===== config.mk =====
export PLATFORM = sky130hd
export DESIGN_NAME = scm_top
export DESIGN_NICKNAME = d
export VERILOG_FILES = /design/src/hw/scm_pkg.sv /design/src/hw/scm_pin_if.sv /design/src/hw/scm_cb_map.sv /design/src/hw/scm_top.sv
export SDC_FILE = /design/constraint.sdc
export NUM_CORES = 1
export LEC_CHECK = 0
export BUFFER_PORTS_ARGS = -buffer_cell sky130_fd_sc_hd__buf_2
export CAP_MARGIN = 20
export CORE_MARGIN = 2
export CORE_UTILIZATION = 30
export DETAILED_ROUTE_END_ITERATION = 7
export SLEW_MARGIN = 10
export SYNTH_ARGS = -nofsm -noshare
export SYNTH_HDL_FRONTEND = slang
export SYNTH_SLANG_ARGS = --single-unit

===== constraint.sdc =====
create_clock -name clk_i -period 1.25 [get_ports clk_i]
set_input_delay 0.25 -clock clk_i [delete_from_list [all_inputs] [get_ports clk_i]]
set_output_delay 0.25 -clock clk_i [all_outputs]
set_load 0.05 [all_outputs]

===== src/hw/scm_pkg.sv =====
// constants and types shared by the socket pin multiplexer
package scm_pkg;

	typedef enum logic {
		SCM_MODE_16,
		SCM_MODE_CB
	} scm_mode_t;

	// address pins with a dedicated cardbus function
	localparam int A_IRDY = 15;
	localparam int A_PERR = 14;
	localparam int A_PAR = 13;
	localparam int A_CBE2 = 12;
	localparam int A_CBE1 = 8;

	// data pins with no cardbus function
	localparam int D_RSV_HI = 14;
	localparam int D_RSV_LO = 2;

	// control pin slots in the ctl vectors
	localparam int CTL_OE = 0;
	localparam int CTL_WE = 1;
	localparam int CTL_CE1 = 2;
	localparam int CTL_CE2 = 3;

	// address/data lanes carried by the control pins in cardbus mode
	localparam logic [4:0] CAD_ON_OE = 5'h0b;
	localparam logic [4:0] CAD_ON_CE2 = 5'h0a;

	// pins that carry an address/data lane in cardbus mode
	localparam logic [15:0] A_CAD_MASK = 16'h0eff;
	localparam logic [15:0] D_CAD_MASK = 16'hbffb;

	// lane carried by each address pin, index is the pin bit
	localparam logic [4:0] A_CAD_IDX [16] = '{
		5'h1a, 5'h19, 5'h18, 5'h17, 5'h16, 5'h15, 5'h14, 5'h12,
		5'h00, 5'h0e, 5'h09, 5'h0c, 5'h00, 5'h00, 5'h00, 5'h00
	};

	// lane carried by each data pin, index is the pin bit
	localparam logic [4:0] D_CAD_IDX [16] = '{
		5'h1b, 5'h1d, 5'h00, 5'h00, 5'h01, 5'h03, 5'h05, 5'h07,
		5'h1c, 5'h1e, 5'h1f, 5'h02, 5'h04, 5'h06, 5'h00, 5'h08
	};

	localparam logic [15:0] PIN_RST = 16'h0000;
	localparam logic [3:0] CTL_RST = 4'h0;

endpackage


===== src/hw/scm_pin_if.sv =====
// cardbus signals and their socket pin images, between top and lane mapper
interface scm_pin_if;
	logic [31:0] cad_out;
	logic [31:0] cad_oe;
	logic [31:0] cad_in;
	logic [2:0] cbe_n_out;
	logic [2:0] cbe_oe;
	logic [2:0] cbe_n_in;
	logic irdy_n_out;
	logic irdy_oe;
	logic irdy_n_in;
	logic perr_n_out;
	logic perr_oe;
	logic perr_n_in;
	logic par_out;
	logic par_oe;
	logic par_in;
	logic gnt_n;
	logic [15:0] a_out;
	logic [15:0] a_oe;
	logic [15:0] a_in;
	logic [15:0] d_out;
	logic [15:0] d_oe;
	logic [15:0] d_in;
	logic [3:0] c_out;
	logic [3:0] c_oe;
	logic [3:0] c_in;

	modport mapper (
		input cad_out, cad_oe, cbe_n_out, cbe_oe, irdy_n_out, irdy_oe,
		input perr_n_out, perr_oe, par_out, par_oe, gnt_n, a_in, d_in, c_in,
		output cad_in, cbe_n_in, irdy_n_in, perr_n_in, par_in,
		output a_out, a_oe, d_out, d_oe, c_out, c_oe
	);

	modport top (
		output cad_out, cad_oe, cbe_n_out, cbe_oe, irdy_n_out, irdy_oe,
		output perr_n_out, perr_oe, par_out, par_oe, gnt_n, a_in, d_in, c_in,
		input cad_in, cbe_n_in, irdy_n_in, perr_n_in, par_in,
		input a_out, a_oe, d_out, d_oe, c_out, c_oe
	);
endinterface


===== src/hw/scm_cb_map.sv =====
// places cardbus signals onto the shared socket pins and gathers them back
module scm_cb_map (
	scm_pin_if.mapper pins
);

	always_comb begin
		pins.a_out = scm_pkg::PIN_RST;
		pins.a_oe = scm_pkg::PIN_RST;
		pins.d_out = scm_pkg::PIN_RST;
		pins.d_oe = scm_pkg::PIN_RST;
		pins.cad_in = 32'h0000_0000;
		for (int i = 0; i < 16; i++) begin
			if (scm_pkg::A_CAD_MASK[i]) begin
				pins.a_out[i] = pins.cad_out[scm_pkg::A_CAD_IDX[i]];
				pins.a_oe[i] = pins.cad_oe[scm_pkg::A_CAD_IDX[i]];
				pins.cad_in[scm_pkg::A_CAD_IDX[i]] = pins.a_in[i];
			end
			if (scm_pkg::D_CAD_MASK[i]) begin
				pins.d_out[i] = pins.cad_out[scm_pkg::D_CAD_IDX[i]];
				pins.d_oe[i] = pins.cad_oe[scm_pkg::D_CAD_IDX[i]];
				pins.cad_in[scm_pkg::D_CAD_IDX[i]] = pins.d_in[i];
			end
		end
		// reserved data pins stay released in cardbus mode
		pins.d_out[scm_pkg::D_RSV_HI] = 1'b0;
		pins.d_oe[scm_pkg::D_RSV_HI] = 1'b0;
		pins.d_out[scm_pkg::D_RSV_LO] = 1'b0;
		pins.d_oe[scm_pkg::D_RSV_LO] = 1'b0;
		pins.a_out[scm_pkg::A_IRDY] = pins.irdy_n_out;
		pins.a_oe[scm_pkg::A_IRDY] = pins.irdy_oe;
		pins.a_out[scm_pkg::A_PERR] = pins.perr_n_out;
		pins.a_oe[scm_pkg::A_PERR] = pins.perr_oe;
		pins.a_out[scm_pkg::A_PAR] = pins.par_out;
		pins.a_oe[scm_pkg::A_PAR] = pins.par_oe;
		pins.a_out[scm_pkg::A_CBE2] = pins.cbe_n_out[2];
		pins.a_oe[scm_pkg::A_CBE2] = pins.cbe_oe[2];
		pins.a_out[scm_pkg::A_CBE1] = pins.cbe_n_out[1];
		pins.a_oe[scm_pkg::A_CBE1] = pins.cbe_oe[1];
		pins.c_out = scm_pkg::CTL_RST;
		pins.c_oe = scm_pkg::CTL_RST;
		pins.c_out[scm_pkg::CTL_OE] = pins.cad_out[scm_pkg::CAD_ON_OE];
		pins.c_oe[scm_pkg::CTL_OE] = pins.cad_oe[scm_pkg::CAD_ON_OE];
		pins.c_out[scm_pkg::CTL_WE] = pins.gnt_n;
		pins.c_oe[scm_pkg::CTL_WE] = 1'b1;
		pins.c_out[scm_pkg::CTL_CE1] = pins.cbe_n_out[0];
		pins.c_oe[scm_pkg::CTL_CE1] = pins.cbe_oe[0];
		pins.c_out[scm_pkg::CTL_CE2] = pins.cad_out[scm_pkg::CAD_ON_CE2];
		pins.c_oe[scm_pkg::CTL_CE2] = pins.cad_oe[scm_pkg::CAD_ON_CE2];
		pins.cad_in[scm_pkg::CAD_ON_OE] = pins.c_in[scm_pkg::CTL_OE];
		pins.cad_in[scm_pkg::CAD_ON_CE2] = pins.c_in[scm_pkg::CTL_CE2];
		pins.cbe_n_in = {pins.a_in[scm_pkg::A_CBE2], pins.a_in[scm_pkg::A_CBE1],
			pins.c_in[scm_pkg::CTL_CE1]};
		pins.irdy_n_in = pins.a_in[scm_pkg::A_IRDY];
		pins.perr_n_in = pins.a_in[scm_pkg::A_PERR];
		pins.par_in = pins.a_in[scm_pkg::A_PAR];
	end

endmodule


===== src/hw/scm_top.sv =====
// socket address, data and strobe pin multiplexer for 16-bit and cardbus cards
module scm_top (
	input wire logic clk_i,
	input wire logic rst_n_i,
	input wire logic mode_cb_i,
	input wire logic drive_en_i,
	input wire logic [15:0] addr_i,
	input wire logic [15:0] wdata_i,
	input wire logic mem_rd_i,
	input wire logic mem_wr_i,
	input wire logic word_i,
	input wire logic card_8bit_i,
	input wire logic [31:0] cb_ad_i,
	input wire logic [31:0] cb_ad_oe_i,
	input wire logic [2:0] cb_cbe_n_i,
	input wire logic [2:0] cb_cbe_oe_i,
	input wire logic cb_irdy_n_i,
	input wire logic cb_irdy_oe_i,
	input wire logic cb_perr_n_i,
	input wire logic cb_perr_oe_i,
	input wire logic cb_par_i,
	input wire logic cb_par_oe_i,
	input wire logic cb_gnt_n_i,
	input wire logic [15:0] sock_a_i,
	input wire logic [15:0] sock_d_i,
	input wire logic sock_oe_n_i,
	input wire logic sock_we_n_i,
	input wire logic sock_even_byte_enable_n_i,
	input wire logic sock_odd_byte_enable_n_i,
	output logic [15:0] sock_a_o,
	output logic [15:0] sock_a_oe_o,
	output logic [15:0] sock_d_o,
	output logic [15:0] sock_d_oe_o,
	output logic sock_oe_n_o,
	output logic sock_oe_n_oe_o,
	output logic sock_we_n_o,
	output logic sock_we_n_oe_o,
	output logic sock_even_byte_enable_n_o,
	output logic sock_even_byte_enable_n_oe_o,
	output logic sock_odd_byte_enable_n_o,
	output logic sock_odd_byte_enable_n_oe_o,
	output logic [15:0] rdata_o,
	output logic [31:0] cb_ad_o,
	output logic [2:0] cb_cbe_n_o,
	output logic cb_irdy_n_o,
	output logic cb_perr_n_o,
	output logic cb_par_o
);

	scm_pin_if pins ();

	scm_pkg::scm_mode_t mode;
	logic cyc;
	logic rd_act;
	logic wr_act;
	logic even_n;
	logic odd_n;

	logic [15:0] a_out;
	logic [15:0] a_oe;
	logic [15:0] d_out;
	logic [15:0] d_oe;
	logic [3:0] c_out;
	logic [3:0] c_oe;
	logic [15:0] rdata;
	logic [31:0] cad_in;
	logic [2:0] cbe_in;
	logic irdy_in;
	logic perr_in;
	logic par_in;

	logic [15:0] next_a_out;
	logic [15:0] next_a_oe;
	logic [15:0] next_d_out;
	logic [15:0] next_d_oe;
	logic [3:0] next_c_out;
	logic [3:0] next_c_oe;
	logic [15:0] next_rdata;
	logic [31:0] next_cad_in;
	logic [2:0] next_cbe_in;
	logic next_irdy_in;
	logic next_perr_in;
	logic next_par_in;

	assign pins.cad_out = cb_ad_i;
	assign pins.cad_oe = cb_ad_oe_i;
	assign pins.cbe_n_out = cb_cbe_n_i;
	assign pins.cbe_oe = cb_cbe_oe_i;
	assign pins.irdy_n_out = cb_irdy_n_i;
	assign pins.irdy_oe = cb_irdy_oe_i;
	assign pins.perr_n_out = cb_perr_n_i;
	assign pins.perr_oe = cb_perr_oe_i;
	assign pins.par_out = cb_par_i;
	assign pins.par_oe = cb_par_oe_i;
	assign pins.gnt_n = cb_gnt_n_i;
	assign pins.a_in = sock_a_i;
	assign pins.d_in = sock_d_i;
	assign pins.c_in = {sock_odd_byte_enable_n_i, sock_even_byte_enable_n_i,
		sock_we_n_i, sock_oe_n_i};

	scm_cb_map u_map (
		.pins(pins)
	);

	assign mode = mode_cb_i ? scm_pkg::SCM_MODE_CB : scm_pkg::SCM_MODE_16;

	// a read wins when both strobes are requested at once
	assign rd_act = mem_rd_i;
	assign wr_act = mem_wr_i & ~mem_rd_i;
	assign cyc = rd_act | wr_act;

	// byte lane strobes for 16-bit cards
	always_comb begin
		if (card_8bit_i) begin
			even_n = ~cyc;
			odd_n = 1'b1;
		end else if (word_i) begin
			even_n = ~cyc;
			odd_n = ~cyc;
		end else begin
			even_n = ~(cyc & ~addr_i[0]);
			odd_n = ~(cyc & addr_i[0]);
		end
	end

	always_comb begin
		next_a_out = scm_pkg::PIN_RST;
		next_a_oe = scm_pkg::PIN_RST;
		next_d_out = scm_pkg::PIN_RST;
		next_d_oe = scm_pkg::PIN_RST;
		next_c_out = scm_pkg::CTL_RST;
		next_c_oe = scm_pkg::CTL_RST;
		next_rdata = rdata;
		next_cad_in = cad_in;
		next_cbe_in = cbe_in;
		next_irdy_in = irdy_in;
		next_perr_in = perr_in;
		next_par_in = par_in;
		unique case (mode)
			scm_pkg::SCM_MODE_16: begin
				if (drive_en_i) begin
					next_a_out = addr_i;
					next_a_oe = 16'hffff;
					next_d_out = wdata_i;
					next_d_oe = {16{wr_act}};
					next_c_out[scm_pkg::CTL_OE] = ~rd_act;
					next_c_out[scm_pkg::CTL_WE] = ~wr_act;
					next_c_out[scm_pkg::CTL_CE1] = even_n;
					next_c_out[scm_pkg::CTL_CE2] = odd_n;
					next_c_oe = 4'hf;
				end
				next_rdata = sock_d_i;
			end
			scm_pkg::SCM_MODE_CB: begin
				// cardbus pins follow the lane mapper; 16-bit read data holds its last value
				next_a_out = pins.a_out;
				next_a_oe = pins.a_oe;
				next_d_out = pins.d_out;
				next_d_oe = pins.d_oe;
				next_c_out = pins.c_out;
				next_c_oe = pins.c_oe;
				next_cad_in = pins.cad_in;
				next_cbe_in = pins.cbe_n_in;
				next_irdy_in = pins.irdy_n_in;
				next_perr_in = pins.perr_n_in;
				next_par_in = pins.par_in;
			end
		endcase
	end

	always_ff @(posedge clk_i) begin
		if (!rst_n_i) begin
			a_out <= scm_pkg::PIN_RST;
			a_oe <= scm_pkg::PIN_RST;
			d_out <= scm_pkg::PIN_RST;
			d_oe <= scm_pkg::PIN_RST;
			c_out <= scm_pkg::CTL_RST;
			c_oe <= scm_pkg::CTL_RST;
			rdata <= 16'h0000;
			cad_in <= 32'h0000_0000;
			cbe_in <= 3'h7;
			irdy_in <= 1'b1;
			perr_in <= 1'b1;
			par_in <= 1'b0;
		end else begin
			a_out <= next_a_out;
			a_oe <= next_a_oe;
			d_out <= next_d_out;
			d_oe <= next_d_oe;
			c_out <= next_c_out;
			c_oe <= next_c_oe;
			rdata <= next_rdata;
			cad_in <= next_cad_in;
			cbe_in <= next_cbe_in;
			irdy_in <= next_irdy_in;
			perr_in <= next_perr_in;
			par_in <= next_par_in;
		end
	end

	assign sock_a_o = a_out;
	assign sock_a_oe_o = a_oe;
	assign sock_d_o = d_out;
	assign sock_d_oe_o = d_oe;
	assign sock_oe_n_o = c_out[scm_pkg::CTL_OE];
	assign sock_oe_n_oe_o = c_oe[scm_pkg::CTL_OE];
	assign sock_we_n_o = c_out[scm_pkg::CTL_WE];
	assign sock_we_n_oe_o = c_oe[scm_pkg::CTL_WE];
	assign sock_even_byte_enable_n_o = c_out[scm_pkg::CTL_CE1];
	assign sock_even_byte_enable_n_oe_o = c_oe[scm_pkg::CTL_CE1];
	assign sock_odd_byte_enable_n_o = c_out[scm_pkg::CTL_CE2];
	assign sock_odd_byte_enable_n_oe_o = c_oe[scm_pkg::CTL_CE2];
	assign rdata_o = rdata;
	assign cb_ad_o = cad_in;
	assign cb_cbe_n_o = cbe_in;
	assign cb_irdy_n_o = irdy_in;
	assign cb_perr_n_o = perr_in;
	assign cb_par_o = par_in;

endmodule


==> results of run 1 <==
[stage by stage]
step	power, W	setup TNS (ps)
finish	0.01029	0
global route	0.01073	-47.91
CTS	0.01041	-31.00
detailed placement	0.006005	0
global placement	0.005976	0
floorplan	0.005459	0
[layout by cell type, fill, tap and decap left out]
| cell type | instances |
|---|---|
| clkbuf_16 | 17 |
| a21oi_1 | 19 |
| nor2b_1 | 44 |
| clkbuf_8 | 3 |
| dfxtp_1 | 120 |
| clkbuf_1 | 4 |
| and3b_1 | 1 |
| o21ai_0 | 3 |
| o21ai_1 | 1 |
| nand3b_1 | 1 |
| o32ai_1 | 1 |
| inv_1 | 21 |
| clkinv_2 | 5 |
| clkbuf_4 | 26 |
| buf_6 | 2 |
| buf_4 | 62 |
| o22ai_1 | 1 |
| buf_12 | 4 |
| nor2_4 | 1 |
| nand2_1 | 9 |
| nand2b_1 | 1 |
| conb_1 | 5 |
| and2_1 | 3 |
| mux2i_1 | 49 |
| a22o_1 | 31 |
| buf_2 | 176 |
| clkinvlp_4 | 3 |
| a21o_1 | 14 |
[report_power, final]
group / switching, W / internal, W
combinational: 0.00124 / 0.000625
sequential: 0.0000870 / 0.00406
clock: 0.00161 / 0.00267
[kinds of logic after synthesis]
logic type,after synthesis
compound gates,70
buf+inv,52
flops,120
mux,49
other cells,1
simple gates,60
[path summary, 6_finish.rpt]
kind                              startpoint                         end  slack (ps)  cells past startpoint
setup / recovery   sock_d_oe_o[2]$_SDFF_PP0_             sock_d_oe_o[14]          20                      1
hold / removal                 cb_ad_oe_i[5]   sock_d_oe_o[6]$_SDFF_PN0_          40                      2
setup reg to reg     rdata_o[8]$_SDFFE_PN0N_     rdata_o[8]$_SDFFE_PN0N_         570                      2
hold reg to reg   cb_cbe_n_o[1]$_SDFFE_PN1P_  cb_cbe_n_o[1]$_SDFFE_PN1P_         480                      2
[flip-flops by register name (all words and copies together), names as in the netlist, 3 cells and up]
signal	flops
c_oe	4
c_out	4
cb_ad_o	27
cb_cbe_n_o	3
rdata_o	16
sock_a_o	16
sock_a_oe_o	16
sock_d_o	16
sock_d_oe_o	15
[routing by layer]
layer / wire length [um] / share of wire, % / vias up
li1: - / - / 1700
met1: 4325 / 38 / 1601
met2: 5871 / 52 / 158
met3: 869 / 7.7 / 23
met4: 275 / 2.4 / 0
met5: 0 / 0 / -
[cell type report]
cell class                      instances  area share, %
Clock buffer                           24          7.705
Clock inverter                          8         0.7605
Inverter                               21          1.261
Multi-Input combinational cell        184          22.03
Sequential cell                       120          38.42
Tap cell                              176          3.522
Timing Repair Buffer                  270          26.30
[timing repair]
item                                    4_1_cts  5_1_grt
gates resized for setup                      59       28
hold endpoints to repair                      0        0
buffers inserted                              0        0
endpoints found under the setup margin       61       30
gates cloned                                  0        0
==> flow_metrics.py, run 1 <==
metrics = {
    "clocking": {
        "h-tree-depth": 4,
        "cts_buffers": 17,
        "cts_tree": "built",
        "root_buffer": "clkbuf_16",
        "path_clk_slew_ps": 50,
        "cts.sinks": 120,
        "clk_path_buf_depth": 2,
        "clock_latency_ps": 400,
        "hold_buffers": 0,
    },
    "placement": {
        "port_buffers": 262,
        "place_area_mm2": 0.005503,
        "gp_congestion": 0.7174,
        "placedCellCount": 771,
        "place_hpwl_um": 8339,
        "place_ws_ps": 61.04,
    },
    "synthesis": {
        "synth_edf_count": 0,
        "synthXorXnorAreaFrac_pct": 0,
        "yosys-top-cells-area": "dfxtp_1, mux2i_1, nor2b_1, a22o_1, a21o_1",
        "synth_flop_cell": "dfxtp_1",
        "seq_area_frac_synth_pct": 59.61,
        "synth_area_mm2": 0.004030,
        "synth_top_cell_by_area": "dfxtp_1",
        "async_flop_share_pct": 0,
        "syn-mean-instance-area_um2": 11.45,
        "synth_fa_ha_area_share_pct": 0,
        "synth.top_cell.area_share_pct": 59.61,
        "synthMuxAreaShare_pct": 12.17,
        "ys_ff_latch": 120,
        "synthSimpleGateAreaFrac_pct": 8.972,
        "synth_common_cells": "dfxtp_1, mux2i_1, nor2b_1, a22o_1, inv_1",
        "yosysUniqueCellTypes": 21,
        "synthCells": 352,
        "synth_top_family_by_area": "compound AO/OA/AOI/OAI gates",
        "synth_most_common_cell": "dfxtp_1",
        "yosysWarnings": 0,
        "synth-compound-area-share_pct": 12.57,
    },
    "timing": {
        "slew_violations": 0,
        "fin_skew_ps": 0,
        "setup_viol": 0,
        "hold_violations": 0,
        "worst_slack_ps": 15.42,
        "min_period_over_period_pct": 98.77,
        "rsz0062_at_grt": "true",
        "fin_crit_ps": 1235,
        "fmax_ghz": 0.8100,
        "fin_hold_ws_ps": 41.45,
    },
    "worst_setup_path": {
        "worst_ep_required_time_ps": 1000,
        "worst_ep_arrival_time_ps": 980,
        "path_max_fanout": 2,
        "crit_buf_inv": 1,
        "critPathKind": "reg -> out",
        "cpPeakStageDelay_ps": 320,
        "crit_path_end_kind": "output pin",
        "cpMaxStageDelayCell": "dfxtp_1",
        "crit_family": "flip-flops",
        "crit_chain": "buf_2",
        "startpoint_type": "flop",
    },
    "layout": {
        "num_antenna_cells": 0,
        "drive_gt1_share_pct": 47.69,
        "final_area_mm2": 0.006252,
        "final_core_util_pct": 47.40,
        "seq_area_mm2": 0.002402,
        "area_growth_pct": 55.14,
        "n_fill_cell": 1278,
        "final_cells": 803,
        "fin_nets": 767,
        "multi_input_area_mm2": 0.001378,
    },
    "status": {
        "status": "completed",
    },
    "global_route": {
        "antenna_found_initial": 0,
        "use_met2_pct": 27.59,
        "use_met3_pct": 5.798,
        "grt_pass1_vias": 3499,
        "grt_busiest_layer": "met2",
        "grt_pass1_wl_um": 16980,
        "grt_overflow": 0,
        "grt_max_degree": 49,
        "grtUsageTotal_pct": 15.42,
        "use_met1_pct": 15.57,
    },
    "floorplan": {
        "die_h_um": 119.9,
        "fp.dieW_um": 119.9,
        "io_pins": 279,
        "coreArea_mm2": 0.01319,
        "start_util_pct": 30.55,
        "num_rows": 42,
        "die-area_mm2": 0.01438,
    },
    "drt": {
        "ant_nets": 0,
        "firstDrtPassIters": 4,
        "drt_wl_total_um": 11340,
        "drtIter0Drc": 101,
        "wire_per_inst_um": 14.12,
        "via_count": 3482,
        "post_drt_via_cell_ratio": 4.336,
        "post-route-drc-count": 0,
    },
    "run": {
        "maxCapViolations": 0,
    },
    "power_and_ir_drop": {
        "p_leak_nw": 3.301,
        "ir_drop_mv": 0.7436,
        "p_per_area_mw_per_mm2": 1646,
    },
    "worst_hold_path": {
        "hold_class": "in -> reg",
    },
}
Power figures use the tool's default switching activity.
==> inputs of run 2 (changes only) <==
--- a/config.mk
+++ b/config.mk
@@ -9,6 +9,7 @@
 export CAP_MARGIN = 20
 export CORE_MARGIN = 2
 export CORE_UTILIZATION = 30
+export CTS_BUF_LIST = sky130_fd_sc_hd__clkbuf_8 sky130_fd_sc_hd__clkbuf_16
 export DETAILED_ROUTE_END_ITERATION = 7
 export SLEW_MARGIN = 10
 export SYNTH_ARGS = -nofsm -noshare
==> run 2 against run 1 <==
Global-route usage did not move. Critical path type unchanged. Clock-buffer cell count is 4 lower. Core utilization did not move. Register-to-register slack about the same. Sequential cell count unchanged. Critical path depth unchanged. Final cell count unchanged.
==> flow_metrics.py, run 2 (synthesis gave the netlist of run 1 again) <==
metrics = {
    "clocking": {
        "clk_path_buf_depth": 2,
        "path_clk_slew_ps": 50,
        "root_buffer": "clkbuf_16",
        "clock_latency_ps": 400,
        "h-tree-depth": 4,
        "cts_buffers": 17,
        "cts_tree": "built",
        "postCtsSetupRepairBufs": 0,
        "cts.sinks": 120,
    },
    "power_and_ir_drop": {
        "combPwrFrac_pct": 18.2,
        "clockPowerShare_pct": 41.4,
        "p_leak_nw": 3.317,
        "pwr-share-seq_pct": 40.4,
        "ir_drop_mv": 0.7433,
        "internal_power_w": 0.007323,
        "switching_share_pct": 28.67,
        "p_per_area_mw_per_mm2": 1642,
        "p_sw_w": 0.002944,
    },
    "worst_setup_path": {
        "worst_ep_required_time_ps": 1000,
        "cpMaxStageDelayCell": "dfxtp_1",
        "crit_buf_inv": 1,
        "crit_chain": "buf_2",
        "startpoint_type": "flop",
        "crit_path_end_kind": "output pin",
        "crit_family": "flip-flops",
        "cpPeakStageDelay_ps": 320,
        "path_max_fanout": 2,
        "worst_ep_arrival_time_ps": 980,
        "critPathKind": "reg -> out",
    },
    "global_route": {
        "grt_pass1_wl_um": 16980,
        "grt_max_degree": 49,
        "grtUsageTotal_pct": 15.42,
        "grt_overflow": 0,
        "antenna_found_initial": 0,
        "grt_pass1_vias": 3499,
    },
    "status": {
        "status": "completed",
    },
    "placement": {
        "port_buffers": 262,
        "place_area_mm2": 0.005503,
        "place_hpwl_um": 8339,
        "gp_congestion": 0.7174,
    },
    "layout": {
        "final_area_mm2": 0.006252,
        "largest_reg_flops": 27,
        "fin_nets": 767,
        "final_common_cell": "buf_2",
        "drive_gt1_share_pct": 47.69,
        "num_antenna_cells": 0,
        "area_growth_pct": 55.14,
        "final_cell_mix": "buf_2, dfxtp_1, buf_4, mux2i_1, nor2b_1",
        "n_fill_cell": 1278,
    },
    "timing": {
        "fin_crit_ps": 1235,
        "hold_violations": 0,
        "fin_skew_ps": 0,
        "rsz0062_at_grt": "true",
        "min_period_over_period_pct": 98.78,
        "setup_tns_ps": 0,
        "slew_violations": 0,
        "fmax_ghz": 0.8099,
        "setup_viol": 0,
    },
    "drt": {
        "via_count": 3478,
        "wire_per_inst_um": 14.14,
        "post_drt_via_cell_ratio": 4.331,
        "firstDrtPassIters": 4,
        "drt_wl_total_um": 11350,
        "post-route-drc-count": 0,
        "ant_nets": 0,
        "drtIter0Drc": 100,
    },
    "floorplan": {
        "fp.dieW_um": 119.9,
        "coreArea_mm2": 0.01319,
        "start_util_pct": 30.55,
        "die-area_mm2": 0.01438,
        "num_rows": 42,
        "io_pins": 279,
        "die_h_um": 119.9,
    },
    "run": {
        "maxCapViolations": 0,
    },
    "worst_hold_path": {
        "hold_class": "in -> reg",
    },
}
[run 2: cell types whose count changed in the layout (fill, tap and decap cells not counted)]
cell	delta
clkbuf_1	-4
inv_1	+4
[run 2: area by class of cell]
cell class              count  area [um^2]  share of cell area [%]
flip-flops and latches    120         2402                   38.42
repair buffers            270         1644                   26.30
multi-input cells         184         1378                   22.03
clock buffers              20        466.7                   7.464
well taps                 176        220.2                   3.522
inverters                  21        78.83                   1.261
clock inverters            12        62.56                   1.001
[run 2: metal layers]
layer | wire (um) | up-vias | global-route usage, %
met4 | 275 | 0 | 7.794
met5 | 0 | - | 0
met3 | 869 | 23 | 5.798
met1 | 4332 | 1598 | 15.57
li1 | - | 1699 | -
met2 | 5874 | 158 | 27.59
[run 2: worst paths after layout]
path,endpoint,cells past startpoint,from,slack (ps)
worst min register to register,cb_cbe_n_o[1]$_SDFFE_PN1P_,2,cb_cbe_n_o[1]$_SDFFE_PN1P_,480
worst max register to register,rdata_o[8]$_SDFFE_PN0N_,2,rdata_o[8]$_SDFFE_PN0N_,570
worst max-delay path,sock_d_oe_o[14],1,sock_d_oe_o[2]$_SDFF_PP0_,20
worst min-delay path,sock_d_oe_o[6]$_SDFF_PN0_,2,cb_ad_oe_i[5],40
[run 2: repair_timing]
item,4_1_cts,5_1_grt
endpoints found under the hold margin,0,0
setup endpoints to repair,61,30
gates resized for setup,59,28
hold buffers,0,0
[run 2: metrics by stage]
stage	total power (W)	std cells	hold slack [ps]	worst slack, ps	util (%)
after floorplan	0.005459	356	356.3	91.59	-
after global placement	0.005976	771	443.3	76.99	41.72
after detailed placement	0.006005	771	448.5	61.04	41.72
after CTS	0.01038	803	15.98	-15.50	46.85
after global routing	0.01070	803	23.29	-25.09	47.40
final	0.01027	803	41.31	15.21	47.40
[run 2: power by group through the flow]
stage,clock network (W),logic (W),registers [W]
finish,0.00425,0.00186,0.00415
global route,0.00456,0.00197,0.00417
CTS,0.00438,0.00185,0.00415
detailed placement,0,0.00179,0.00422
global placement,0,0.00177,0.00421
floorplan,0,0.000423,0.00504
==> inputs of run 3 (changes only) <==
--- a/config.mk
+++ b/config.mk
@@ -8,9 +8,11 @@
 export BUFFER_PORTS_ARGS = -buffer_cell sky130_fd_sc_hd__buf_2
 export CAP_MARGIN = 20
 export CORE_MARGIN = 2
-export CORE_UTILIZATION = 30
+export CORE_UTILIZATION = 37
 export CTS_BUF_LIST = sky130_fd_sc_hd__clkbuf_8 sky130_fd_sc_hd__clkbuf_16
+export CTS_CLUSTER_DIAMETER = 200
 export DETAILED_ROUTE_END_ITERATION = 7
+export PLACE_DENSITY = 0.76
 export SLEW_MARGIN = 10
 export SYNTH_ARGS = -nofsm -noshare
 export SYNTH_HDL_FRONTEND = slang
==> run 3 against run 2 <==
The flow now finishes with violations (negative hold slack, negative setup slack). First-iteration DRC count increased to 2.6 times the previous value. Critical path depth unchanged. Wire length increased by 61%. Sequential share of layout area decreased by 8.8 points. Critical endpoint unchanged. Largest power group unchanged. Highest routed layer is now met5.
==> flow_metrics.py, run 3 (synthesis gave the netlist of run 1 again) <==
metrics = {
    "floorplan": {
        "fp.dieW_um": 108.4,
        "die_h_um": 108.4,
        "coreArea_mm2": 0.01075,
        "start_util_pct": 37.51,
        "die-area_mm2": 0.01174,
        "io_pins": 279,
        "num_rows": 38,
    },
    "clocking": {
        "cts_buffers": 17,
        "clock_latency_ps": 500,
        "cts_tree": "built",
        "path_clk_slew_ps": 60,
        "cts.sinks": 120,
        "root_buffer": "clkbuf_8",
        "clk_path_buf_depth": 2,
        "h-tree-depth": 4,
    },
    "placement": {
        "gp_congestion": 0.7869,
        "place_ws_ps": 11.62,
        "port_buffers": 262,
        "place_hpwl_um": 8226,
        "placedCellCount": 740,
    },
    "worst_setup_path": {
        "worst_ep_arrival_time_ps": 1030,
        "cpPeakStageDelay_ps": 360,
        "path_max_fanout": 2,
        "crit_chain": "buf_8",
        "cpMaxStageDelayCell": "dfxtp_2",
        "startpoint_type": "flop",
        "crit_family": "flip-flops",
        "cp.depth": 1,
        "crit_path_end_kind": "output pin",
        "worst_ep_required_time_ps": 1000,
        "ff2ff_path_depth": 3,
        "critPathKind": "reg -> out",
        "crit_buf_inv": 1,
    },
    "drt": {
        "drt_wl_total_um": 18230,
        "drtIter0Drc": 264,
        "post_drt_via_cell_ratio": 4.933,
        "ant_nets": 0,
        "wire_per_inst_um": 20.30,
        "firstDrtPassIters": 6,
        "via_count": 4430,
        "post-route-drc-count": 0,
    },
    "global_route": {
        "grtUsageTotal_pct": 30.58,
        "grt_pass1_vias": 4881,
        "grt_overflow": 0,
        "grt_pass1_wl_um": 26730,
        "antenna_found_initial": 5,
        "grt_max_degree": 49,
    },
    "layout": {
        "final_cells": 898,
        "area_growth_pct": 114.5,
        "multi_input_area_mm2": 0.001378,
        "largest_reg_flops": 27,
        "final_common_cell": "buf_2",
        "n_fill_cell": 553,
        "fin_nets": 893,
        "seq_area_mm2": 0.002557,
        "drive_gt1_share_pct": 57.64,
        "final_cell_mix": "buf_2, dfxtp_2, dlygate4sd3_1, buf_8, mux2i_1",
    },
    "status": {
        "violations": "negative hold slack, negative setup slack",
        "status": "complete, but fails checks",
    },
    "power_and_ir_drop": {
        "p_leak_nw": 4.236,
        "p_sw_w": 0.003310,
        "clockPowerShare_pct": 42.1,
        "pwr-share-seq_pct": 35.8,
        "combPwrFrac_pct": 22.1,
        "ir_drop_mv": 1.045,
        "p_per_area_mw_per_mm2": 1389,
        "internal_power_w": 0.008700,
        "switching_share_pct": 27.56,
    },
    "timing": {
        "fmax_ghz": 0.7837,
        "rsz0062_at_grt": "true",
        "setup_viol": 32,
        "min_period_over_period_pct": 102.1,
        "fin_skew_ps": 0,
        "slew_violations": 0,
        "setup_tns_ps": -256.8,
        "worst_slack_ps": -26.00,
        "fin_crit_ps": 1276,
        "fin_hold_ws_ps": -29.76,
        "hold_violations": 6,
    },
    "worst_hold_path": {
        "hold_class": "in -> reg",
        "holdPathStages": 2,
    },
    "run": {
        "maxCapViolations": 0,
    },
}
run 3: cell types whose count changed in the layout (fill, tap and decap cells not counted), moves of 3 or more:
cell | previous run | this run
clkbuf_4 | 26 | 0
diode_2 | 0 | 5
dfxtp_1 | 120 | 0
dlymetal6s4s_1 | 0 | 3
buf_2 | 176 | 140
dfxtp_2 | 0 | 118
buf_8 | 0 | 107
buf_6 | 2 | 15
dlygate4sd3_1 | 0 | 108
buf_4 | 62 | 18
bufinv_16 | 0 | 4
run 3: per-stage QoR:
step	power (W)	instance area, um^2	util (%)
2_1_floorplan	0.005459	4045	-
3_3_place_gp	0.005982	5508	51.26
3_5_place_dp	0.006018	5508	51.26
4_1_cts	0.01186	8588	79.93
5_1_grt	0.01236	8642	80.43
6_report	0.01201	8645	80.45
run 3: area by class of cell:
type                            instances  area share (%)
Inverter                               21          0.9119
Sequential cell                       120           29.58
Timing Repair Buffer                  396           44.30
Multi-Input combinational cell        184           15.94
Tap cell                              140           2.026
Clock inverter                         12           1.824
Antenna cell                            5          0.1447
Clock buffer                           20           5.268
run 3: final timing paths:
| kind | from | endpoint | slack, ps |
|---|---|---|---|
| setup / recovery | sock_d_oe_o[2]$_SDFF_PP0_ | sock_d_oe_o[14] | -30 |
| hold / removal | wdata_i[11] | sock_d_o[11]$_SDFF_PN0_ | -30 |
| setup reg to reg | cb_cbe_n_o[2]$_SDFFE_PN1P_ | cb_cbe_n_o[2]$_SDFFE_PN1P_ | 390 |
| hold reg to reg | cb_cbe_n_o[1]$_SDFFE_PN1P_ | cb_cbe_n_o[1]$_SDFFE_PN1P_ | 520 |
run 3: power groups by stage:
stage,combinational (W),clock [W],sequential [W]
finish,0.00265,0.00506,0.00430
global route,0.00275,0.00529,0.00432
CTS,0.00252,0.00508,0.00427
detailed placement,0.00180,0,0.00422
global placement,0.00177,0,0.00421
floorplan,0.000423,0,0.00504
run 3: routing by layer:
metal  GRT usage [%]  part of all wire, %  up-vias
met3           11.93                  8.5       95
met5               0                0.082        -
li1                -                    -     1959
met4           21.34                  5.7        2
met1           28.16                   33     2100
met2           54.99                   53      274
run 3: repair_timing:
item / in CTS / in global routing
endpoints found under the hold margin: 101 / 9
pin swaps: 0 / 1
resized for setup: 431 / 44
hold buffers: 127 / 9
buffers inserted: 4 / 6
setup endpoints to repair: 121 / 149
